<file path="src/pkg/ccp_pkg.sv">
/*
  Constants and helper functions for the codec channel power control block:
  register offsets, field positions, reset values and channel mapping helpers.
  Assumes an 8-bit register port driven by the device's control interface logic.
*/
package ccp_pkg;

  // ****************************************
  // channel geometry
  // ****************************************
  localparam int CCP_NCH = 4;
  localparam int CCP_DYN_PAIR = 2;

  // ****************************************
  // register map
  // ****************************************
  localparam logic [7:0] CCP_ADDR_DYN = 8'h77;
  localparam logic [7:0] CCP_ADDR_PWR = 8'h78;
  localparam logic [7:0] CCP_ADDR_STS = 8'h79;
  localparam logic [7:0] CCP_DYN_RESET = 8'h00;
  localparam logic [7:0] CCP_PWR_RESET = 8'h00;
  // reserved bits are cleared in the masks so they always read zero
  localparam logic [7:0] CCP_DYN_WMASK = 8'hfb;
  localparam logic [7:0] CCP_PWR_WMASK = 8'hee;
  localparam logic [7:0] CCP_RDATA_NONE = 8'h00;

  // dynamic_power_config fields
  localparam int CCP_DYN_REC_EN = 7;
  localparam int CCP_DYN_REC_RANGE = 6;
  localparam int CCP_DYN_PLAY_EN = 5;
  localparam int CCP_DYN_PLAY_RANGE = 4;
  localparam int CCP_DYN_SPLIT_CLK = 3;
  localparam int CCP_DYN_RSVD = 2;
  localparam int CCP_DYN_REC_SWAP = 1;
  localparam int CCP_DYN_PLAY_SWAP = 0;

  // power_control fields
  localparam int CCP_PWR_REC_ON = 7;
  localparam int CCP_PWR_PLAY_ON = 6;
  localparam int CCP_PWR_MICBIAS = 5;
  localparam int CCP_PWR_RSVD_HI = 4;
  localparam int CCP_PWR_US_DET = 3;
  localparam int CCP_PWR_VOICE_DET = 2;
  localparam int CCP_PWR_US_ALT_DET = 1;
  localparam int CCP_PWR_RSVD_LO = 0;

  // ****************************************
  // helpers
  // ****************************************
  function automatic logic [CCP_NCH-1:0] ccp_range_mask(input logic wide);
    logic [CCP_NCH-1:0] m;
    m = '0;
    for (int i = 0; i < CCP_NCH; i++) begin
      if (wide || (i < CCP_DYN_PAIR)) begin
        m[i] = 1'b1;
      end
    end
    return m;
  endfunction : ccp_range_mask

  function automatic logic [CCP_NCH-1:0] ccp_swap12(input logic [CCP_NCH-1:0] v, input logic swap);
    logic [CCP_NCH-1:0] r;
    r = v;
    if (swap) begin
      r[0] = v[1];
      r[1] = v[0];
    end
    return r;
  endfunction : ccp_swap12

  // status packs channel 1 into the highest bit of its nibble
  function automatic logic [CCP_NCH-1:0] ccp_rev(input logic [CCP_NCH-1:0] v);
    logic [CCP_NCH-1:0] r;
    r = '0;
    for (int i = 0; i < CCP_NCH; i++) begin
      r[CCP_NCH-1-i] = v[i];
    end
    return r;
  endfunction : ccp_rev

endpackage : ccp_pkg

</file>
<file path="src/pkg/ccp_path_if.sv">
/*
  Carrier between the register logic and one channel power path
  (record or playback). Assumes clk and reset_n from the top module.
*/
`timescale 1ns/1ps
interface ccp_path_if
  import ccp_pkg::*;
(
  input wire logic clk,
  input wire logic reset_n
);
  logic power_on;
  logic dyn_en;
  logic range_sel;
  logic swap;
  logic [CCP_NCH-1:0] channel_enable_reg;
  logic [CCP_NCH-1:0] ch_pwr;
  logic [CCP_NCH-1:0] drive;

  modport ctl (output power_on, output dyn_en, output range_sel, output swap, output channel_enable_reg,
               input ch_pwr, input drive);
  modport path (input clk, input reset_n, input power_on, input dyn_en, input range_sel,
                input swap, input channel_enable_reg, output ch_pwr, output drive);
endinterface : ccp_path_if

</file>
<file path="src/verilog/ccp_path_power.sv">
/*
  Power state of one channel group (four channels) plus its swapped drive.
  Assumes the enables and controls come from logic on the same clock.
*/
`timescale 1ns/1ps
module ccp_path_power
  import ccp_pkg::*;
(
  // group link
  ccp_path_if.path p
);

  // ****************************************
  // next power state
  // ****************************************
  logic [CCP_NCH-1:0] pwr_q;
  logic [CCP_NCH-1:0] pwr_d;
  logic [CCP_NCH-1:0] drive_q;
  logic [CCP_NCH-1:0] dyn_mask;
  logic [CCP_NCH-1:0] dyn_next;
  logic active;

  assign active = |pwr_q;
  assign dyn_mask = ccp_range_mask(p.range_sel); // RULE2 RULE4
  // channels outside the dynamic range keep their state while streaming
  assign dyn_next = (p.channel_enable_reg & dyn_mask) | (pwr_q & ~dyn_mask); // RULE1 RULE3
  // a channel comes up only when enabled; all drop when power is off
  assign pwr_d = !p.power_on ? '0 : // RULE9 RULE10
                 !active ? p.channel_enable_reg : // RULE17
                 p.dyn_en ? dyn_next : // RULE1 RULE3
                 pwr_q; // RULE1 RULE3

  always_ff @(posedge p.clk or negedge p.reset_n) begin
    if (!p.reset_n) begin
      pwr_q <= '0;
      drive_q <= '0;
    end else begin
      pwr_q <= pwr_d;
      drive_q <= ccp_swap12(pwr_d, p.swap); // RULE6 RULE7 RULE19
    end
  end

  assign p.ch_pwr = pwr_q;
  assign p.drive = drive_q;

endmodule : ccp_path_power

</file>
<file path="src/verilog/ccp_power_ctrl.sv">
/*
  Channel power control for the record and playback paths of an audio codec:
  the dynamic power and power control registers, status readback, and the
  per-channel power drive. Assumes a register port from the device's control
  interface on the same clock, and channel enables from the channel enable
  register held elsewhere on the same clock.
*/
`timescale 1ns/1ps

// Operation
// RULE1 - record changes refused while active unless dynamic
// RULE2 - record dynamic range: channels 1-2 or 1-4
// RULE3 - playback changes refused while active unless dynamic
// RULE4 - playback dynamic range: channels 1-2 or 1-4
// RULE5 - bit 3 flags differing modulator and mic clocks
// RULE6 - record swap exchanges record channels 1, 2
// RULE7 - playback swap exchanges playback channels 1, 2
// RULE8 - reserved bits read zero, write reset value
// RULE9 - record power bit gates enabled record channels
// RULE10 - playback power bit gates enabled playback channels
// RULE11 - bit 5 powers microphone bias
// RULE12 - bit 3 enables ultrasound detection
// RULE13 - bit 2 enables voice detection
// RULE14 - bit 1 enables alternate ultrasound detection
// RULE15 - dynamic power register resets to zero
// RULE16 - power control register resets to zero
// RULE17 - channel enables choose which channels come up
// RULE18 - read-only status shows each channel's power
// RULE19 - cleared swap bit passes channels straight through
module ccp_power_ctrl
  import ccp_pkg::*;
(
  // clock and reset
  input wire logic clk,
  input wire logic reset_n,
  // register port
  input wire logic [7:0] reg_addr,
  input wire logic [7:0] reg_wdata,
  input wire logic reg_we,
  input wire logic reg_re,
  output logic [7:0] reg_rdata,
  // channel enables
  input wire logic [CCP_NCH-1:0] in_channel_enable_reg,
  input wire logic [CCP_NCH-1:0] out_channel_enable_reg,
  // channel power drive
  output logic [CCP_NCH-1:0] record_drive,
  output logic [CCP_NCH-1:0] playback_drive,
  output logic [CCP_NCH-1:0] record_status,
  output logic [CCP_NCH-1:0] playback_status,
  // analog and detector controls
  output logic dynamic_split_clock_sel,
  output logic mic_bias_power_on,
  output logic ultrasound_detect_en,
  output logic voice_detect_en,
  output logic ultrasound_detect_alt_en
);

  // ****************************************
  // register decode
  // ****************************************
  logic [7:0] dyn_cfg_q;
  logic [7:0] dyn_cfg_d;
  logic [7:0] pwr_ctl_q;
  logic [7:0] pwr_ctl_d;
  logic [7:0] rdata_q;
  logic [7:0] rdata_d;
  logic hit_dyn;
  logic hit_pwr;
  logic hit_sts;
  logic [7:0] status_word;
  ccp_path_if rec_if (.clk(clk), .reset_n(reset_n));
  ccp_path_if play_if (.clk(clk), .reset_n(reset_n));

  assign hit_dyn = (reg_addr == CCP_ADDR_DYN);
  assign hit_pwr = (reg_addr == CCP_ADDR_PWR);
  assign hit_sts = (reg_addr == CCP_ADDR_STS);

  // reserved positions are masked off, so a stray one is never stored
  assign dyn_cfg_d = (reg_we && hit_dyn) ? (reg_wdata & CCP_DYN_WMASK) : dyn_cfg_q; // RULE8
  assign pwr_ctl_d = (reg_we && hit_pwr) ? (reg_wdata & CCP_PWR_WMASK) : pwr_ctl_q; // RULE8

  // status is read-only; writes to its offset are dropped
  assign status_word = {ccp_rev(rec_if.ch_pwr), ccp_rev(play_if.ch_pwr)}; // RULE18

  assign rdata_d = hit_dyn ? dyn_cfg_q :
                   hit_pwr ? pwr_ctl_q :
                   hit_sts ? status_word : // RULE18
                   CCP_RDATA_NONE;

  // ****************************************
  // registers
  // ****************************************
  always_ff @(posedge clk or negedge reset_n) begin
    if (!reset_n) begin
      dyn_cfg_q <= CCP_DYN_RESET; // RULE15
      pwr_ctl_q <= CCP_PWR_RESET; // RULE16
    end else begin
      dyn_cfg_q <= dyn_cfg_d;
      pwr_ctl_q <= pwr_ctl_d;
    end
  end

  // read data holds between reads so a slow master can sample it late
  always_ff @(posedge clk or negedge reset_n) begin
    if (!reset_n) begin
      rdata_q <= CCP_RDATA_NONE;
    end else if (reg_re) begin
      rdata_q <= rdata_d;
    end
  end

  assign reg_rdata = rdata_q;

  // ****************************************
  // channel groups
  // ****************************************
  assign rec_if.power_on = pwr_ctl_q[CCP_PWR_REC_ON]; // RULE9
  assign rec_if.dyn_en = dyn_cfg_q[CCP_DYN_REC_EN]; // RULE1
  assign rec_if.range_sel = dyn_cfg_q[CCP_DYN_REC_RANGE]; // RULE2
  assign rec_if.swap = dyn_cfg_q[CCP_DYN_REC_SWAP]; // RULE6
  assign rec_if.channel_enable_reg = in_channel_enable_reg; // RULE17

  assign play_if.power_on = pwr_ctl_q[CCP_PWR_PLAY_ON]; // RULE10
  assign play_if.dyn_en = dyn_cfg_q[CCP_DYN_PLAY_EN]; // RULE3
  assign play_if.range_sel = dyn_cfg_q[CCP_DYN_PLAY_RANGE]; // RULE4
  assign play_if.swap = dyn_cfg_q[CCP_DYN_PLAY_SWAP]; // RULE7
  assign play_if.channel_enable_reg = out_channel_enable_reg; // RULE17

  ccp_path_power u_rec (.p(rec_if.path));
  ccp_path_power u_play (.p(play_if.path));

  // ****************************************
  // outputs
  // ****************************************
  assign record_drive = rec_if.drive;
  assign playback_drive = play_if.drive;
  assign record_status = rec_if.ch_pwr; // RULE18
  assign playback_status = play_if.ch_pwr; // RULE18
  // the clocking hint only steers analog clocking outside this block
  assign dynamic_split_clock_sel = dyn_cfg_q[CCP_DYN_SPLIT_CLK]; // RULE5
  assign mic_bias_power_on = pwr_ctl_q[CCP_PWR_MICBIAS]; // RULE11
  assign ultrasound_detect_en = pwr_ctl_q[CCP_PWR_US_DET]; // RULE12
  assign voice_detect_en = pwr_ctl_q[CCP_PWR_VOICE_DET]; // RULE13
  assign ultrasound_detect_alt_en = pwr_ctl_q[CCP_PWR_US_ALT_DET]; // RULE14

  // ****************************************
  // checks
  // ****************************************
  logic rec_frozen;
  logic play_frozen;
  logic rec_dyn;
  logic play_dyn;

  assign rec_frozen = rec_if.power_on && (|record_status) && !rec_if.dyn_en;
  assign play_frozen = play_if.power_on && (|playback_status) && !play_if.dyn_en;
  assign rec_dyn = rec_if.power_on && (|record_status) && rec_if.dyn_en;
  assign play_dyn = play_if.power_on && (|playback_status) && play_if.dyn_en;

  property p_rec_refuse;
    @(posedge clk) disable iff (!reset_n)
    (rec_frozen && rec_if.power_on) ##1 rec_if.power_on |-> record_status == $past(record_status);
  endproperty
  a_rec_refuse: assert property (p_rec_refuse) else $error("record state changed while frozen"); // RULE1

  property p_rec_dyn_follow;
    @(posedge clk) disable iff (!reset_n)
    rec_dyn |=> (record_status & ccp_range_mask($past(rec_if.range_sel)))
                == ($past(in_channel_enable_reg) & ccp_range_mask($past(rec_if.range_sel)));
  endproperty
  a_rec_dyn_follow: assert property (p_rec_dyn_follow) else $error("record channel missed its enable"); // RULE1

  property p_rec_range_narrow;
    @(posedge clk) disable iff (!reset_n)
    (rec_dyn && !rec_if.range_sel) |=> record_status[3:2] == $past(record_status[3:2]);
  endproperty
  a_rec_range_narrow: assert property (p_rec_range_narrow) else $error("record channel 3/4 moved"); // RULE2

  property p_play_refuse;
    @(posedge clk) disable iff (!reset_n)
    play_frozen |=> playback_status == $past(playback_status);
  endproperty
  a_play_refuse: assert property (p_play_refuse) else $error("playback state changed while frozen"); // RULE3

  property p_play_range;
    @(posedge clk) disable iff (!reset_n)
    (play_dyn && !play_if.range_sel) |=>
      playback_status == {$past(playback_status[3:2]), $past(out_channel_enable_reg[1:0])};
  endproperty
  a_play_range: assert property (p_play_range) else $error("playback dynamic range wrong"); // RULE4

  property p_rec_off;
    @(posedge clk) disable iff (!reset_n)
    !rec_if.power_on |=> record_status == '0 && record_drive == '0;
  endproperty
  a_rec_off: assert property (p_rec_off) else $error("record not powered down"); // RULE9

  property p_play_off;
    @(posedge clk) disable iff (!reset_n)
    (!play_if.power_on)[*2] |=> playback_drive == '0;
  endproperty
  a_play_off: assert property (p_play_off) else $error("playback not powered down"); // RULE10

  property p_rec_swap;
    @(posedge clk) disable iff (!reset_n)
    ##1 record_drive == ccp_swap12(record_status, $past(rec_if.swap));
  endproperty
  a_rec_swap: assert property (p_rec_swap) else $error("record swap mapping wrong"); // RULE6

  property p_play_swap;
    @(posedge clk) disable iff (!reset_n)
    $past(play_if.swap) == 1'b0 |-> playback_drive == playback_status;
  endproperty
  a_play_swap: assert property (p_play_swap) else $error("playback pass-through wrong"); // RULE7

  property p_reserved_zero;
    @(posedge clk) disable iff (!reset_n)
    (reg_re && (hit_dyn || hit_pwr)) |=>
      !($past(hit_dyn) && reg_rdata[CCP_DYN_RSVD])
      && !($past(hit_pwr) && (reg_rdata[CCP_PWR_RSVD_HI] || reg_rdata[CCP_PWR_RSVD_LO]));
  endproperty
  a_reserved_zero: assert property (p_reserved_zero) else $error("reserved bit read as one"); // RULE8

  property p_pwr_write;
    @(posedge clk) disable iff (!reset_n)
    (reg_we && hit_pwr) |=> mic_bias_power_on == $past(reg_wdata[CCP_PWR_MICBIAS])
      && ultrasound_detect_en == $past(reg_wdata[CCP_PWR_US_DET])
      && voice_detect_en == $past(reg_wdata[CCP_PWR_VOICE_DET])
      && ultrasound_detect_alt_en == $past(reg_wdata[CCP_PWR_US_ALT_DET]);
  endproperty
  a_pwr_write: assert property (p_pwr_write) else $error("power control write not applied"); // RULE11

  property p_split_clk;
    @(posedge clk) disable iff (!reset_n)
    (reg_we && hit_dyn) |=> dynamic_split_clock_sel == $past(reg_wdata[CCP_DYN_SPLIT_CLK]);
  endproperty
  a_split_clk: assert property (p_split_clk) else $error("clock hint not applied"); // RULE5

  property p_powerup_enabled;
    @(posedge clk) disable iff (!reset_n)
    (rec_if.power_on && record_status == '0) |=> record_status == $past(in_channel_enable_reg);
  endproperty
  a_powerup_enabled: assert property (p_powerup_enabled) else $error("wrong channels powered up"); // RULE17

  property p_status_read;
    @(posedge clk) disable iff (!reset_n)
    (reg_re && hit_sts) |=> reg_rdata == {ccp_rev($past(record_status)), ccp_rev($past(playback_status))};
  endproperty
  a_status_read: assert property (p_status_read) else $error("status readback wrong"); // RULE18

  c_rec_dynamic: cover property (@(posedge clk) disable iff (!reset_n)
    rec_dyn ##1 record_status != $past(record_status));
  c_play_refused: cover property (@(posedge clk) disable iff (!reset_n)
    play_frozen && (out_channel_enable_reg != playback_status));
  c_rec_swapped: cover property (@(posedge clk) disable iff (!reset_n)
    rec_if.swap && record_status[0] && !record_status[1]);
  c_status_read: cover property (@(posedge clk) disable iff (!reset_n)
    reg_re && hit_sts && (|status_word));

endmodule : ccp_power_ctrl

</file>
<file path="config.mk">
export PLATFORM = sky130hd
export DESIGN_NAME = ccp_power_ctrl
export DESIGN_NICKNAME = d
export VERILOG_FILES = /design/src/pkg/ccp_pkg.sv /design/src/pkg/ccp_path_if.sv /design/src/verilog/ccp_path_power.sv /design/src/verilog/ccp_power_ctrl.sv
export SDC_FILE = /design/constraint.sdc
export NUM_CORES = 1
export LEC_CHECK = 0
export BUFFER_PORTS_ARGS = -buffer_cell sky130_fd_sc_hd__buf_2
export CORE_ASPECT_RATIO = 1.4
export CORE_MARGIN = 2
export CORE_UTILIZATION = 45
export CTS_BUF_LIST = sky130_fd_sc_hd__clkbuf_4 sky130_fd_sc_hd__clkbuf_8
export DETAILED_ROUTE_END_ITERATION = 7
export HOLD_SLACK_MARGIN = 0.03
export PLACE_DENSITY = 0.74
export SYNTH_ARGS = -nofsm -noshare
export SYNTH_HDL_FRONTEND = slang
export SYNTH_SLANG_ARGS = --single-unit
</file>
<file path="constraint.sdc">
create_clock -name clk -period 1.9 [get_ports clk]
set_clock_uncertainty 0.1 [all_clocks]
set_input_delay 0.095 -clock clk [delete_from_list [all_inputs] [get_ports clk]]
set_output_delay 0.095 -clock clk [all_outputs]
set_load 0.005 [all_outputs]
</file>
# Word level (Yosys, flattened, before mapping)

Cells that the tools add are included.

Register bits: 37
Latch bits: 0
Bits in writable memories: 0
Memory bits (read-only): 0
Input bits: 28
Output and inout bits: 29
Logic and storage cells: 35
Memories: 0

$add $sub $neg: 0
Multipliers: 0
Div/mod/pow operators: 0
Order comparisons: 0
Equal/unequal tests: 3
Shifts and indexed selects: 0
Multiplexer cells: 13
Bitwise operators: 8
Reduce and logical (&&, ||, !) cells: 4

Operators by type and width:

| operator           | number |
|---|---|
| $eq 8x7->1 const B | 3 |
| $mux 4             | 6 |
| $mux 8             | 3 |
| $and 4x4->4        | 4 |
| $not 4->4          | 2 |
| $or 4x4->4         | 2 |
| $reduce_or 4->1    | 2 |
| $mux 2             | 2 |
| $logic_and 1x1->1  | 2 |
| $mux 1             | 2 |

# Logic depth before layout (Yosys ltp)

Depth after elaboration: 8
Gate-level depth with buffers: 5
Gate-level depth less buffers: 4

# Cells and area by module

A second synthesis with hierarchy kept.

Cells, all modules: 146
Area, all modules: 1,705.4 sq um

By module, submodules not included:

| module         | instances | cells an instance | area an instance (sq um) | sequential area each (sq um) |
|---|---|---|---|---|
| ccp_power_ctrl | 1         | 88                | 1,092.3                  | 525.5 |
| ccp_path_power | 2         | 29                | 306.5                    | 150.1 |

# Least setup slack after synthesis

Ideal clock, no wire load.

Path kind: reg2reg
Start: register, netlist name u_play.p.drive[2]
End: register u_play.drive_q[0], in the netlist u_play.p.drive[0]
Library setup time: 132 ps
Arrival: 1,186 ps
Required time: 1,668 ps
Setup slack: 482 ps
Stages on the path, launching flop included: 5
Buffers on the path: 0
Period minus slack after synthesis: 1,418 ps
Cell sequence: dfrtp_1 nor4_1 nor2_1 mux2i_1 o22ai_1

RTL lines:

| item                   | RTL line             | source |
|---|---|---|
| end signal: assignment | ccp_path_power.sv:39 | `drive_q <= ccp_swap12(pwr_d, p.swap);` |
| end: declaration       | ccp_path_power.sv:18 | `logic [CCP_NCH-1:0] drive_q;` |

==> results.md <==
* GRT Total Usage at 0.215
* Hold crit path type: primary input to flip-flop
* Max-cap violations at 0
* Final period utilization at 0.841
* Number of synthesized flops with an enable pin at 0
* Worst-Skew Late Latency at 0.28 ns
* Asr flop ratio synth at 1.00
* Placer Congestion at 0.770
* Slew headroom at 0.512
* Max VDD drop at 0.493 mV
* Hold_ws at 0.0163 ns
* Initial Utilization at 0.463
* Flip-flop and latch area at 826 µm²
* Initial antenna violation count at 0
* Area contributors post-synth: dfrtp_1, mux2_2, mux2_4, mux2i_1, nor2b_1
* Clock root buffer: clkbuf_8
* CTS max path bufs at 2
* CTS buffer count at 5
* Distinct cells, synth at 27
* Die Area at 3930 µm²
* Die width at 53.6 µm
* Hold path startpoint: out_channel_enable_reg[2]
* Syn nets at 156
* Drc violations at 0
* Required @ worst endpoint at 1.96 ns
* R2r startpoint: u_play.p.drive[2]
* RSZ-0062 raised after global routing: false
* Critical Path AT at 1.66 ns
* Fmax at 626 MHz
* Final setup fails at 0
* Commonest cells in the netlist: dfrtp_1, mux2_2, mux2i_1, nor2b_1, nand2_1
* Final #Nets at 225
* Share of layout cells above drive strength 1 at 0.429
* Wire per inst at 15.5 µm
* Drt total wl at 3680 µm
* Yosys top cell area share at 0.533
* Setup CP Type: flip-flop to flip-flop
* Post-DRT Antenna Nets at 0
* CTS Sinks at 33
* Fin Setup TNS at 0 ns
* Via count at 1,274
* Pwr/cell area at 727 nW/µm²
* Mapped Area at 1550 µm²
* Grt ovf at 0
* Vias in the first global route at 1,348
* First-pass GRT wire length at 6070 µm
* Synth Flop Type: dfrtp_1
* Row cnt at 25
* TritonCTS clock tree: yes
* Crit end category: flip-flop
* Filler instances at 302
* Diodes inserted at 0
* Clock Pin Slew Worst Setup and Hold Paths at 0.07 ns
* Critical Path Source: u_play.p.drive[2]
* Worst Setup Start Kind: flip-flop
* Die Height at 73.4 µm
* Post-Syn Area per Cell at 12.1 µm²
* Area leader, netlist: dfrtp_1
* Placed wire-length estimate at 2760 µm
* Area growth syn-to-layout at 32.9%
* Largest net degree at the start of global routing at 34
* Most instantiated library cell after synthesis: dfrtp_1
* DR pass1 iterations at 4
* H-Tree Level Count at 2
* Worst Tran Pin Value at 0.732 ns
* Multi-input gate area at 654 µm²
* Sequential share of the synthesized area at 0.533
* Iteration-0 DRC count of the detailed router at 16
* Static leakage at 1.10 nW
* Yosys warnings at 0
* # port buffers at 56
* Via density at 5.35
* CP max FO at 5
* FF+latch count, synth at 33
* Ports at 57
* Slew Limit Fails at 0
* Minimum clock period at 1.60 ns
* Final hold vios at 0
* Synth Instances at 128
* Area of the core at 3350 µm²
* Status: finished clean
==> metrics by stage <==
stage	setup WS (ns)	utilization	power, mW	instance area, µm²	cells
floorplan	0.482	-	0.833	1550	128
global placement	0.318	0.549	0.904	1840	218
detailed placement	0.250	0.549	0.910	1840	218
CTS	0.282	0.615	1.51	2060	238
global route	0.0788	0.615	1.55	2060	238
finish	0.303	0.615	1.50	2060	238
==> logic make-up (layout without fill, tap and decap cells) <==
logic type / after synthesis / after routing / synth area share
multiplexers: 24 / 24 / 0.183
flip-flops: 33 / 33 / 0.533
buffers and inverters: 12 / 82 / 0.0444
AND/OR/NAND/NOR: 36 / 36 / 0.142
AO/OA/AOI/OAI: 23 / 23 / 0.0977
==> routing by layer <==
| layer | up-vias | routed length, µm | GRT usage |
|---|---|---|---|
| met4 | 0 | 116 | 0.117 |
| met5 | - | 0 | 0 |
| met2 | 49 | 1790 | 0.364 |
| li1 | 595 | - | - |
| met3 | 10 | 166 | 0.0366 |
| met1 | 620 | 1600 | 0.253 |
==> flip-flops by register name, indices dropped and copies added (netlist names) <==
signal and count:
u_rec.p.ch_pwr 2, pwr_ctl_q 6, u_play.p.drive 4, u_play.p.ch_pwr 2, reg_rdata 8, u_rec.p.drive 4
dyn_cfg_q 7
==> area by class of cell <==
type | instances | share of cell area
Tap cell | 40 | 0.0243
Clock inverter | 1 | 0.00243
Sequential cell | 33 | 0.401
Clock buffer | 7 | 0.0468
Timing Repair Buffer | 69 | 0.198
Inverter | 5 | 0.00912
Multi-Input combinational cell | 83 | 0.318
==> final timing paths <==
check                               endpoint  slack (ns)  depth (start not counted)
max                        u_play.p.drive[1]        0.30                          4
min                        u_play.p.drive[2]        0.02                          3
max reg2reg                u_play.p.drive[1]        0.30                          4
min reg2reg                     reg_rdata[1]        0.39                          2
max in group asynchronous   u_rec.p.drive[3]        0.93                          2
min in group asynchronous       reg_rdata[0]        0.31                          2
==> power breakdown <==
group	leakage [nW]	switching, mW	internal [mW]
clock network	0.0542	0.255	0.327
logic	0.586	0.0772	0.0919
registers	0.458	0.0214	0.723
==> critical path: stages, from the launching register on <==
cell,delay (ns)
dfrtp_1,0.43
nor4_1,0.40
nor2_1,0.15
mux2i_1,0.27
o22ai_1,0.13
==> layout by cell type, fill, tap and decap left out <==
cell,Yosys,routed
nor2b_1,8,8
o221ai_1,2,2
buf_2,1,56
o41ai_1,3,3
clkinv_2,0,1
o22ai_1,6,6
mux2_2,10,10
mux2_4,6,6
nand2b_1,5,5
nor2_1,5,5
nor4_1,2,2
nand4_1,2,2
a21o_1,2,2
nand3_1,2,2
mux2i_1,8,8
buf_4,4,1
dfrtp_1,33,33
inv_1,5,5
a22oi_1,2,2
and2_4,1,1
nor3b_4,1,1
and3b_1,1,1
clkbuf_8,0,7
o21ai_0,2,2
a21oi_1,6,6
nand2_1,7,7
and4b_2,2,2
dlygate4sd3_1,0,12
==> what timing repair did <==
item | CTS | global route
resized for setup | 0 | 0
endpoints found under the setup margin | 0 | 0
setup buffers | 0 | 0
endpoints found under the hold margin | 49 | 0
hold buffers | 12 | 0
No activity file was read; power rests on OpenSTA's default activity.
